===== src/core/adcss_pkg.sv =====
`default_nettype none
package adcss_pkg;
    localparam int NUM_SEQ = 4;
    localparam int MAX_STEPS = 8;
    localparam int RES_W = 10;
    localparam int WORD_W = 32;
    localparam int PTR_W = 3;
    localparam int CNT_W = 4;
    localparam int NIB_W = 4;
    localparam int RANK_W = 2;
    localparam int EVT_W = 8;
    localparam int AVG_W = 3;
    localparam int AVG_MAX_LOG = 6;
    localparam int ACC_W = RES_W + AVG_MAX_LOG;
    localparam int QSTATE_W = 2 * NIB_W + 2;
    localparam int QST_EMPTY_BIT = 2 * NIB_W;
    localparam int QST_FULL_BIT = 2 * NIB_W + 1;
    localparam logic [QSTATE_W-1:0] QSTATE_RESET = 10'h100;
    // step control nibble bit positions
    localparam int CTL_DIFF_BIT = 0;
    localparam int CTL_LAST_BIT = 1;
    localparam int CTL_IRQ_BIT = 2;
    localparam int CTL_TEMP_BIT = 3;
    // trigger source select codes; codes 1..8 pick an event input
    localparam logic [NIB_W-1:0] TRIG_SOFT = 4'h0;
    localparam logic [NIB_W-1:0] TRIG_ALWAYS = 4'hf;
    localparam logic [NIB_W-1:0] TRIG_EVT_FIRST = 4'h1;
    localparam logic [NUM_SEQ*NIB_W-1:0] RANK_RESET = 16'h3210;
    localparam logic [AVG_W-1:0] AVG_RESET = 3'h0;
    // converter clock enable: 50 MHz system clock, 16.667 MHz target
    localparam int CLK_KHZ = 50000;
    localparam int CNV_TARGET_KHZ = 16667;
    localparam int CNV_DIV = (CLK_KHZ + CNV_TARGET_KHZ / 2) / CNV_TARGET_KHZ;
    localparam int CNV_CNT_W = 2;
    localparam logic [CNV_CNT_W-1:0] CNV_LAST = CNV_CNT_W'(CNV_DIV - 1);
    localparam logic [NUM_SEQ-1:0][NIB_W-1:0] SEQ_DEPTH_DEF = {4'h1, 4'h4, 4'h4, 4'h8};
    localparam int BUF_W = 2 + RES_W;
endpackage
`default_nettype wire


===== src/core/adcss_stream_if.sv =====
`default_nettype none
interface adcss_stream_if #(parameter int W = 12);
    logic valid;
    logic ready;
    logic [W-1:0] data;
    modport src (output valid, output data, input ready);
    modport snk (input valid, input data, output ready);
endinterface
`default_nettype wire


===== src/core/adcss_buf.sv =====
`default_nettype none
module adcss_buf #(
    parameter int W = 12
) (
    input wire logic clk_i,
    input wire logic rst_i,
    adcss_stream_if.snk in_s,
    adcss_stream_if.src out_s
);
    typedef struct packed {
        logic [1:0][W-1:0] ent;
        logic [1:0] cnt;
    } adcss_buf_t;

    adcss_buf_t r;
    adcss_buf_t n;
    logic push;
    logic pop;
    logic [1:0] widx;

    assign in_s.ready = (r.cnt != 2'd2);
    assign out_s.valid = (r.cnt != 2'd0);
    assign out_s.data = r.ent[0];
    assign push = in_s.valid && in_s.ready;
    assign pop = out_s.valid && out_s.ready;

    always_comb begin
        n = r;
        widx = r.cnt - {1'b0, pop};
        if (pop) begin
            n.ent[0] = r.ent[1];
        end
        if (push) begin
            n.ent[widx[0]] = in_s.data;
        end
        n.cnt = r.cnt + {1'b0, push} - {1'b0, pop};
    end

    always_ff @(posedge clk_i) begin
        if (rst_i) begin
            r <= '0;
        end else begin
            r <= n;
        end
    end
endmodule
`default_nettype wire


===== src/core/adcss_top.sv =====
`default_nettype none
// Contract
// - each result queue word is 32 bits, conversion result in the low 10 bits.
// - queue depths and step counts: sequencer 0 eight, 1 and 2 four, 3 one.
// - a step is one input-select nibble plus one control nibble of four flags.
// - a sequencer runs only while its run bit is set; configuration is always writable.
// - the same input may appear in several steps and is converted each time.
// - a step carrying the interrupt flag raises the raw interrupt on completion.
// - the sequence ends after the step carrying the last-step flag.
// - each queue is circular; a read returns and removes the oldest word.
// - head, tail, full and empty of each queue are readable.
// - overrun on push and starve on read are held per sequencer.
// - conversions are paced by a 16.667 MHz enable from the system clock.
// - the interrupt line rises only for sequencers whose allow bit is set.
// - gated status is raw status and the allow bits.
// - writing one to a gated status bit clears that interrupt; zero does nothing.
// - simultaneous triggers are served by rank, 0 highest, 3 lowest.
// - each sequencer picks its trigger: software kick, always, or an event.
// - the averager folds up to 64 conversions into one queue word.
// - averaging is off after reset and applies alike to every step.
// - a differential step selects pair k, converting inputs 2k and 2k+1.
// - result codes pass unchanged, differential midscale at 0x1ff.
// - a loopback test mode produces results without the analog core.
// - after reset the ranks are 0,1,2,3 for sequencers 0 to 3.
module adcss_top
    import adcss_pkg::*;
#(
    parameter logic [NUM_SEQ-1:0][NIB_W-1:0] SEQ_DEPTH = SEQ_DEPTH_DEF
) (
    input wire logic REF_CLK_I,
    input wire logic SYS_RST_I,
    input wire logic [NUM_SEQ-1:0] SEQUENCER_ACTIVATION_I,
    input wire logic [NUM_SEQ-1:0][MAX_STEPS-1:0][NIB_W-1:0] STEP_INPUT_SELECT_I,
    input wire logic [NUM_SEQ-1:0][MAX_STEPS-1:0][NIB_W-1:0] STEP_CONTROL_NIBBLES_I,
    input wire logic [NUM_SEQ-1:0][NIB_W-1:0] TRIGGER_SOURCE_SELECT_I,
    input wire logic [EVT_W-1:0] TRIGGER_EVENT_I,
    input wire logic [NUM_SEQ-1:0] SOFTWARE_KICK_BITS_I,
    input wire logic [NUM_SEQ-1:0][NIB_W-1:0] SEQUENCER_RANK_I,
    input wire logic SEQUENCER_RANK_WR_I,
    input wire logic [AVG_W-1:0] AVERAGING_SETTING_I,
    input wire logic AVERAGING_SETTING_WR_I,
    input wire logic LOOPBACK_TEST_SETTING_I,
    input wire logic [NUM_SEQ-1:0] IRQ_ALLOW_REG_I,
    input wire logic [NUM_SEQ-1:0] GATED_IRQ_STATE_CLEAR_I,
    input wire logic [NUM_SEQ-1:0] QUEUE_OVERRUN_CLEAR_I,
    input wire logic [NUM_SEQ-1:0] QUEUE_STARVE_CLEAR_I,
    input wire logic [NUM_SEQ-1:0] RESULT_QUEUE_POP_I,
    input wire logic CONV_DONE_I,
    input wire logic [RES_W-1:0] CONV_RESULT_I,
    output logic CONV_START_O,
    output logic [NIB_W-1:0] CONV_INPUT_O,
    output logic CONV_DIFF_O,
    output logic CONV_TEMP_O,
    output logic [NUM_SEQ-1:0][WORD_W-1:0] RESULT_QUEUE_PORT_O,
    output logic [NUM_SEQ-1:0] RESULT_QUEUE_VALID_O,
    output logic [NUM_SEQ-1:0][QSTATE_W-1:0] RESULT_QUEUE_STATE_O,
    output logic [NUM_SEQ-1:0] QUEUE_OVERRUN_STATE_O,
    output logic [NUM_SEQ-1:0] QUEUE_STARVE_STATE_O,
    output logic [NUM_SEQ-1:0] RAW_IRQ_STATE_O,
    output logic [NUM_SEQ-1:0] GATED_IRQ_STATE_O,
    output logic IRQ_O
);
    typedef enum logic [2:0] {ST_IDLE, ST_ARB, ST_START, ST_WAIT, ST_PUSH} adcss_eng_t;

    typedef struct packed {
        adcss_eng_t eng;
        logic [CNV_CNT_W-1:0] cnv_cnt;
        logic [NUM_SEQ-1:0] pend;
        logic [1:0] cur;
        logic [PTR_W-1:0] step;
        logic [ACC_W-1:0] acc;
        logic [AVG_MAX_LOG:0] avg_n;
        logic [NUM_SEQ*NIB_W-1:0] rank;
        logic [AVG_W-1:0] avg_log;
        logic [NUM_SEQ-1:0][MAX_STEPS-1:0][RES_W-1:0] mem;
        logic [NUM_SEQ-1:0][PTR_W-1:0] head;
        logic [NUM_SEQ-1:0][PTR_W-1:0] tail;
        logic [NUM_SEQ-1:0][CNT_W-1:0] cnt;
        logic [NUM_SEQ-1:0] raw;
        logic [NUM_SEQ-1:0] ovr;
        logic [NUM_SEQ-1:0] und;
        logic [NUM_SEQ-1:0] gated;
        logic irq;
        logic [NUM_SEQ-1:0][WORD_W-1:0] rdata;
        logic [NUM_SEQ-1:0] rvalid;
        logic [NUM_SEQ-1:0][QSTATE_W-1:0] qstate;
        logic start;
        logic [NIB_W-1:0] conv_in;
        logic diff;
        logic temp;
    } adcss_state_t;

    adcss_state_t r;
    adcss_state_t n;
    adcss_stream_if #(.W(BUF_W)) bin ();
    adcss_stream_if #(.W(BUF_W)) bout ();

    logic tick;
    logic [NUM_SEQ-1:0] trig;
    logic [NIB_W-1:0] sel_nib;
    logic [NIB_W-1:0] ctl_nib;
    logic conv_done;
    logic [RES_W-1:0] sample;
    logic last_step;
    logic [1:0] dq;

    // lowest rank value among requesters wins; ties go to the lower index
    function automatic logic [1:0] pick(input logic [NUM_SEQ-1:0] req,
                                        input logic [NUM_SEQ*NIB_W-1:0] rank);
        logic [1:0] best;
        logic [RANK_W:0] best_rank;
        best = 2'h0;
        best_rank = 3'h4;
        for (int i = 0; i < NUM_SEQ; i++) begin
            if (req[i] && {1'b0, rank[i*NIB_W +: RANK_W]} < best_rank) begin
                best = 2'(i);
                best_rank = {1'b0, rank[i*NIB_W +: RANK_W]};
            end
        end
        return best;
    endfunction

    function automatic logic [PTR_W-1:0] wrap(input logic [PTR_W-1:0] ptr, input logic [NIB_W-1:0] depth);
        return ({1'b0, ptr} == depth - 4'h1) ? '0 : ptr + 3'h1;
    endfunction

    adcss_buf #(.W(BUF_W)) u_buf (
        .clk_i(REF_CLK_I),
        .rst_i(SYS_RST_I),
        .in_s(bin.snk),
        .out_s(bout.src)
    );

    assign bin.valid = (r.eng == ST_PUSH);
    assign bin.data = {r.cur, RES_W'(r.acc >> r.avg_log)};
    // queue side stalls the buffer in any cycle in which software reads
    assign bout.ready = ~|RESULT_QUEUE_POP_I;
    assign dq = bout.data[BUF_W-1 -: 2];

    // trigger decode per sequencer
    always_comb begin
        for (int i = 0; i < NUM_SEQ; i++) begin
            trig[i] = (TRIGGER_SOURCE_SELECT_I[i] == TRIG_SOFT && SOFTWARE_KICK_BITS_I[i])
                   || (TRIGGER_SOURCE_SELECT_I[i] == TRIG_ALWAYS)
                   || (TRIGGER_SOURCE_SELECT_I[i] >= TRIG_EVT_FIRST
                       && TRIGGER_SOURCE_SELECT_I[i] < TRIG_EVT_FIRST + 4'(EVT_W)
                       && TRIGGER_EVENT_I[3'(TRIGGER_SOURCE_SELECT_I[i] - TRIG_EVT_FIRST)]);
        end
    end

    assign sel_nib = STEP_INPUT_SELECT_I[r.cur][r.step];
    assign ctl_nib = STEP_CONTROL_NIBBLES_I[r.cur][r.step];
    assign tick = (r.cnv_cnt == CNV_LAST);
    // loopback completes on the next converter tick with a step signature
    assign conv_done = LOOPBACK_TEST_SETTING_I ? tick : CONV_DONE_I;
    // core code passed unchanged in normal mode, step signature in loopback mode
    assign sample = LOOPBACK_TEST_SETTING_I ? {r.cur, r.step, sel_nib, ctl_nib[CTL_DIFF_BIT]} : CONV_RESULT_I;
    // last-step flag, or the final step the sequencer holds
    // the depth bound only keeps an unmarked sequence from running away
    assign last_step = ctl_nib[CTL_LAST_BIT] || ({1'b0, r.step} == SEQ_DEPTH[r.cur] - 4'h1);

    always_comb begin
        n = r;
        n.start = 1'b0;
        n.rvalid = '0;
        n.cnv_cnt = tick ? '0 : r.cnv_cnt + 2'h1;
        if (SEQUENCER_RANK_WR_I) begin
            n.rank = SEQUENCER_RANK_I;
        end
        // one averaging setting for all steps
        if (AVERAGING_SETTING_WR_I) begin
            n.avg_log = (AVERAGING_SETTING_I > 3'(AVG_MAX_LOG)) ? 3'(AVG_MAX_LOG) : AVERAGING_SETTING_I;
        end
        // write one clears, hardware set below still wins
        n.raw = r.raw & ~GATED_IRQ_STATE_CLEAR_I;
        n.ovr = r.ovr & ~QUEUE_OVERRUN_CLEAR_I;
        n.und = r.und & ~QUEUE_STARVE_CLEAR_I;
        case (r.eng)
            ST_IDLE: begin
                if (|(r.pend & SEQUENCER_ACTIVATION_I)) begin
                    n.eng = ST_ARB;
                end
            end
            ST_ARB: begin
                // equal ranks resolve toward the lower index
                n.cur = pick(r.pend & SEQUENCER_ACTIVATION_I, r.rank);
                n.step = '0;
                n.acc = '0;
                n.avg_n = '0;
                n.eng = (|(r.pend & SEQUENCER_ACTIVATION_I)) ? ST_START : ST_IDLE;
            end
            ST_START: begin
                // a cleared run bit abandons the sequence
                if (!SEQUENCER_ACTIVATION_I[r.cur]) begin
                    n.pend[r.cur] = 1'b0;
                    n.eng = ST_IDLE;
                end else if (tick) begin
                    // any input, repeated or not, is converted as given
                    // differential pair k drives inputs 2k and 2k+1
                    n.start = 1'b1;
                    n.diff = ctl_nib[CTL_DIFF_BIT];
                    n.temp = ctl_nib[CTL_TEMP_BIT];
                    n.conv_in = ctl_nib[CTL_DIFF_BIT] ? {1'b0, sel_nib[1:0], 1'b0} : sel_nib;
                    n.eng = ST_WAIT;
                end
            end
            ST_WAIT: begin
                if (conv_done) begin
                    n.acc = r.acc + ACC_W'(sample);
                    n.avg_n = r.avg_n + 7'h1;
                    n.eng = (n.avg_n == 7'(1 << r.avg_log)) ? ST_PUSH : ST_START;
                end
            end
            ST_PUSH: begin
                if (bin.ready) begin
                    if (ctl_nib[CTL_IRQ_BIT]) begin
                        n.raw[r.cur] = 1'b1;
                    end
                    n.acc = '0;
                    n.avg_n = '0;
                    if (last_step) begin
                        n.pend[r.cur] = 1'b0;
                        n.eng = ST_IDLE;
                    end else begin
                        n.step = r.step + 3'h1;
                        n.eng = ST_START;
                    end
                end
            end
            default: begin
                n.eng = ST_IDLE;
            end
        endcase
        // triggers only latch for enabled sequencers, after any clear
        n.pend = n.pend | (trig & SEQUENCER_ACTIVATION_I);
        // circular queue push from the buffer
        if (bout.valid && bout.ready) begin
            if (r.cnt[dq] == SEQ_DEPTH[dq]) begin
                n.ovr[dq] = 1'b1;
            end else begin
                n.mem[dq][r.tail[dq]] = bout.data[RES_W-1:0];
                n.tail[dq] = wrap(r.tail[dq], SEQ_DEPTH[dq]);
                n.cnt[dq] = r.cnt[dq] + 4'h1;
            end
        end
        for (int q = 0; q < NUM_SEQ; q++) begin
            if (RESULT_QUEUE_POP_I[q]) begin
                if (r.cnt[q] == '0) begin
                    // starve on read of an empty queue
                    n.und[q] = 1'b1;
                end else begin
                    // result in the low bits of a 32-bit word
                    n.rdata[q] = {{(WORD_W - RES_W){1'b0}}, r.mem[q][r.head[q]]};
                    n.rvalid[q] = 1'b1;
                    n.head[q] = wrap(r.head[q], SEQ_DEPTH[q]);
                    n.cnt[q] = r.cnt[q] - 4'h1;
                end
            end
            n.qstate[q] = {n.cnt[q] == SEQ_DEPTH[q], n.cnt[q] == '0, 1'b0, n.head[q], 1'b0, n.tail[q]};
        end
        n.gated = n.raw & IRQ_ALLOW_REG_I;
        // interrupt line from allowed sequencers only
        n.irq = |n.gated;
    end

    always_ff @(posedge REF_CLK_I) begin
        if (SYS_RST_I) begin
            r <= '0;
            r.eng <= ST_IDLE;
            r.rank <= RANK_RESET;
            r.avg_log <= AVG_RESET;
            r.qstate <= {NUM_SEQ{QSTATE_RESET}};
        end else begin
            r <= n;
        end
    end

    assign CONV_START_O = r.start;
    assign CONV_INPUT_O = r.conv_in;
    assign CONV_DIFF_O = r.diff;
    assign CONV_TEMP_O = r.temp;
    assign RESULT_QUEUE_PORT_O = r.rdata;
    assign RESULT_QUEUE_VALID_O = r.rvalid;
    assign RESULT_QUEUE_STATE_O = r.qstate;
    assign QUEUE_OVERRUN_STATE_O = r.ovr;
    assign QUEUE_STARVE_STATE_O = r.und;
    assign RAW_IRQ_STATE_O = r.raw;
    assign GATED_IRQ_STATE_O = r.gated;
    assign IRQ_O = r.irq;

    // checks
    logic outranked;
    always_comb begin
        outranked = 1'b0;
        for (int i = 0; i < NUM_SEQ; i++) begin
            if (r.pend[i] && SEQUENCER_ACTIVATION_I[i]
                && r.rank[i*NIB_W +: RANK_W] < r.rank[n.cur*NIB_W +: RANK_W]) begin
                outranked = 1'b1;
            end
        end
    end
endmodule
`default_nettype wire


===== config.mk =====
export PLATFORM = sky130hd
export DESIGN_NAME = adcss_top
export DESIGN_NICKNAME = d
export VERILOG_FILES = /design/src/core/adcss_pkg.sv /design/src/core/adcss_stream_if.sv /design/src/core/adcss_buf.sv /design/src/core/adcss_top.sv
export SDC_FILE = /design/constraint.sdc
export NUM_CORES = 1
export LEC_CHECK = 0
export BUFFER_PORTS_ARGS = -buffer_cell sky130_fd_sc_hd__buf_2
export CORE_ASPECT_RATIO = 1.1
export CORE_MARGIN = 1
export CORE_UTILIZATION = 45
export DETAILED_ROUTE_END_ITERATION = 7
export PLACE_DENSITY = 0.67
export SLEW_MARGIN = 20
export SYNTH_ARGS = -nofsm -noshare
export SYNTH_HDL_FRONTEND = slang
export SYNTH_HIERARCHICAL = 1
export SYNTH_SLANG_ARGS = --single-unit

===== constraint.sdc =====
create_clock -name REF_CLK_I -period 7.75 [get_ports REF_CLK_I]
set_clock_uncertainty 0.15 [all_clocks]
set_input_delay 0.3875 -clock REF_CLK_I [delete_from_list [all_inputs] [get_ports REF_CLK_I]]
set_output_delay 0.3875 -clock REF_CLK_I [all_outputs]
set_load 0.005 [all_outputs]

==> impl_metrics.ini <==
[worst_setup_path]
rrSetupSlack_ns = 2.53
cp_common_cell = a21oi_1
slowest_delay_ns = 0.83
path_buf_inv = 2
cp-end-kind = register
path_cells = buf_4 > buf_4 > mux4_2 > mux4_2 > mux2i_1 > a21oi_1 > ha_1 > a21oi_1 > o21bai_1 > a2111o_1 > a31oi_1 > o21ai_0 > a21oi_1
critical_path.startpoint_type = register
path_max_fanout = 38
slowest_stage = dfxtp_4
crit_family = compound AO/OA/AOI/OAI gates
critPathRequiredTime_ns = 8.14
critPathArrivalTime_ns = 5.62
path_class = register to register

[cts]
path_clk_slew_ns = 0.06
worstSkewPairLatency_ns = 0.62
cts_setup_buffers = 0
cts_sinks = 510
h-tree-depth = 2
cts_resized = 0
clockRootBuffer = clkbuf_16
hold_buffers = 40
cts_max_path_buffers = 3
cts_tree = built
cts_buffers = 54

[global_routing]
grt_max_degree = 249
grt_use_total_pct = 26.2
overflow = 0
antenna_found_initial = 4
grt_pass1_vias = 21600
grt_pass1_wl_um = 124000

[power_and_ir_drop]
p_leak_nw = 13.8
vdd_drop_max_mv = 0.167
p_total_mw = 7.45
power_density_nw_per_um2 = 240

[routing]
drt-pass1-iter-count = 5
first_iter_violations = 1385
routed_wl_um = 82400
routed-via-count = 21600
wl_per_cell_um = 21.5
ant_nets = 0
drc = 0
via_per_inst = 5.62

[synthesis]
yosys.area.top_type_share_pct = 37.6
synth_top_area_cell = dfxtp_1
synth_cells = 2747
synth-seq-cells = 510
synth_edf_count = 0
yosys-top-cells-area = dfxtp_1 (38%), mux4_2 (15%), mux2i_1 (14%)
syn_avg_cell_area_um2 = 9.90
synth_area_um2 = 27200
yosysSeqAreaShare_pct = 37.6
ys.flop_type = dfxtp_1
synthArstFlopShare_pct = 0
yosysWarnings = 6
synth_cell_type_count = 76

[timing]
fmax_mhz = 191
maxSlewHeadroom_pct = 21.6
fin_setup_tns_ns = 0
finalSetupViolCount = 0
fin_crit_ns = 5.22
tightest_slew_ns = 1.18
finalCritPeriodShare_pct = 67.4
holdWs_ns = 0.0368
rsz0062_at_grt = no
slew_viol_final = 0
hold_violations = 0

[placed_design]
gp_congestion = 0.954
io_buffers = 434
place_hpwl_um = 59500

[floorplan]
coreArea_um2 = 59700
rows = 94
fp.dieH_um = 260
initial_core_util_pct = 45.5
die_area_um2 = 61400
io_pins = 539
die_x_um = 236

[flow_run]
drv_cap = 0

[layout]
syn_to_final_growth_pct = 14.4
final_common_cell = dfxtp_1
layout.nets = 3417
layout_common_cells = dfxtp_1 (506), nor2_1 (451), buf_2 (433)
drive_gt1_share_pct = 26.4

[outcome]
status = completed

[min_path]
min_path_type = primary input to register
-- state kept, by name, indices dropped and copies added, names as in the netlist, 4 cells and up --
| signal | flops |
|---|---|
| r | 398 |
| u_buf/r | 14 |
| GATED_IRQ_STATE_O | 4 |
| RAW_IRQ_STATE_O | 4 |
| RESULT_QUEUE_STATE_O | 16 |
| CONV_INPUT_O | 4 |
| u_buf/out_s.data | 12 |
| RESULT_QUEUE_PORT_O | 40 |
| RESULT_QUEUE_VALID_O | 4 |
| QUEUE_OVERRUN_STATE_O | 4 |
| QUEUE_STARVE_STATE_O | 4 |
-- report_power, final --
part	switching (mW)	internal (mW)
Sequential	0.207	2.80
Clock	1.10	1.66
Combinational	0.914	0.768
Total	2.22	5.23
-- stage by stage --
stage	cells	util (%)	cell area (um2)	worst slack, ns
detailed placement	3700	48.1	28800	2.48
global route	3840	52.0	31100	2.05
CTS	3837	52.0	31100	2.44
finish	3840	52.0	31100	2.53
floorplan	2842	-	27500	3.39
global placement	3700	48.1	28800	2.54
-- Yosys cell counts (all sizes together), types with 45 or more instances --
cell    count
mux4      176
mux2i     382
a21oi     150
nor2      451
o21ai      57
a211oi     48
buf       251
ha         45
clkbuf    136
inv        48
dfxtp     510
nand3      76
nand2     158
-- final timing paths --
| path | from | end | cells past startpoint |
|---|---|---|---|
| hold / removal | SEQUENCER_RANK_WR_I | r[572] | 3 |
| hold reg to reg | r[607] | r[607] | 1 |
| setup reg to reg | bin.data[10] | r[595] | 13 |
| setup / recovery | bin.data[10] | r[595] | 13 |
-- cell families (layout without fill, tap and decap cells) --
| logic type | Yosys count | after routing | synth area share, % |
|---|---|---|---|
| flip-flops | 510 | 510 | 37.6 |
| XOR/XNOR | 17 | 17 | 0.631 |
| AND/OR/NAND/NOR | 813 | 813 | 13.1 |
| other | 1 | 99 | 0.0138 |
| multiplexers | 579 | 579 | 29.5 |
| adder cells (fa/ha/maj) | 46 | 46 | 2.14 |
| AO/OA/AOI/OAI | 346 | 346 | 7.98 |
| buffers and inverters | 435 | 662 | 9.06 |
-- cell type report --
cell class              count  area, um2
diodes                      3       7.51
clock buffers              78       1580
clock inverters            19        343
fillers                  5381      28700
inverters                  48        180
multi-input cells        1897      14900
flip-flops and latches    510      10200
well taps                 768        961
repair buffers            517       2920
-- worst register-to-register path: cells and delay by family, from the launching register on --
| family | cells | cell delay (ns) |
|---|---|---|
| buffers and inverters | 2 | 0.94 |
| adder cells (fa/ha/maj) | 1 | 0.34 |
| AO/OA/AOI/OAI | 7 | 1.61 |
| multiplexers | 3 | 1.27 |
| flip-flops | 1 | 0.83 |
-- per-layer routing --
layer  GRT usage (%)  vias to the layer above  share of wire [%]
met1            30.8                    10600                 39
met3            3.77                      168                5.4
met4            15.2                        0                6.0
li1                -                    10000                  -
met5               0                        -                  0
met2            45.7                      754                 49
No activity file was read; power rests on OpenSTA's default activity.
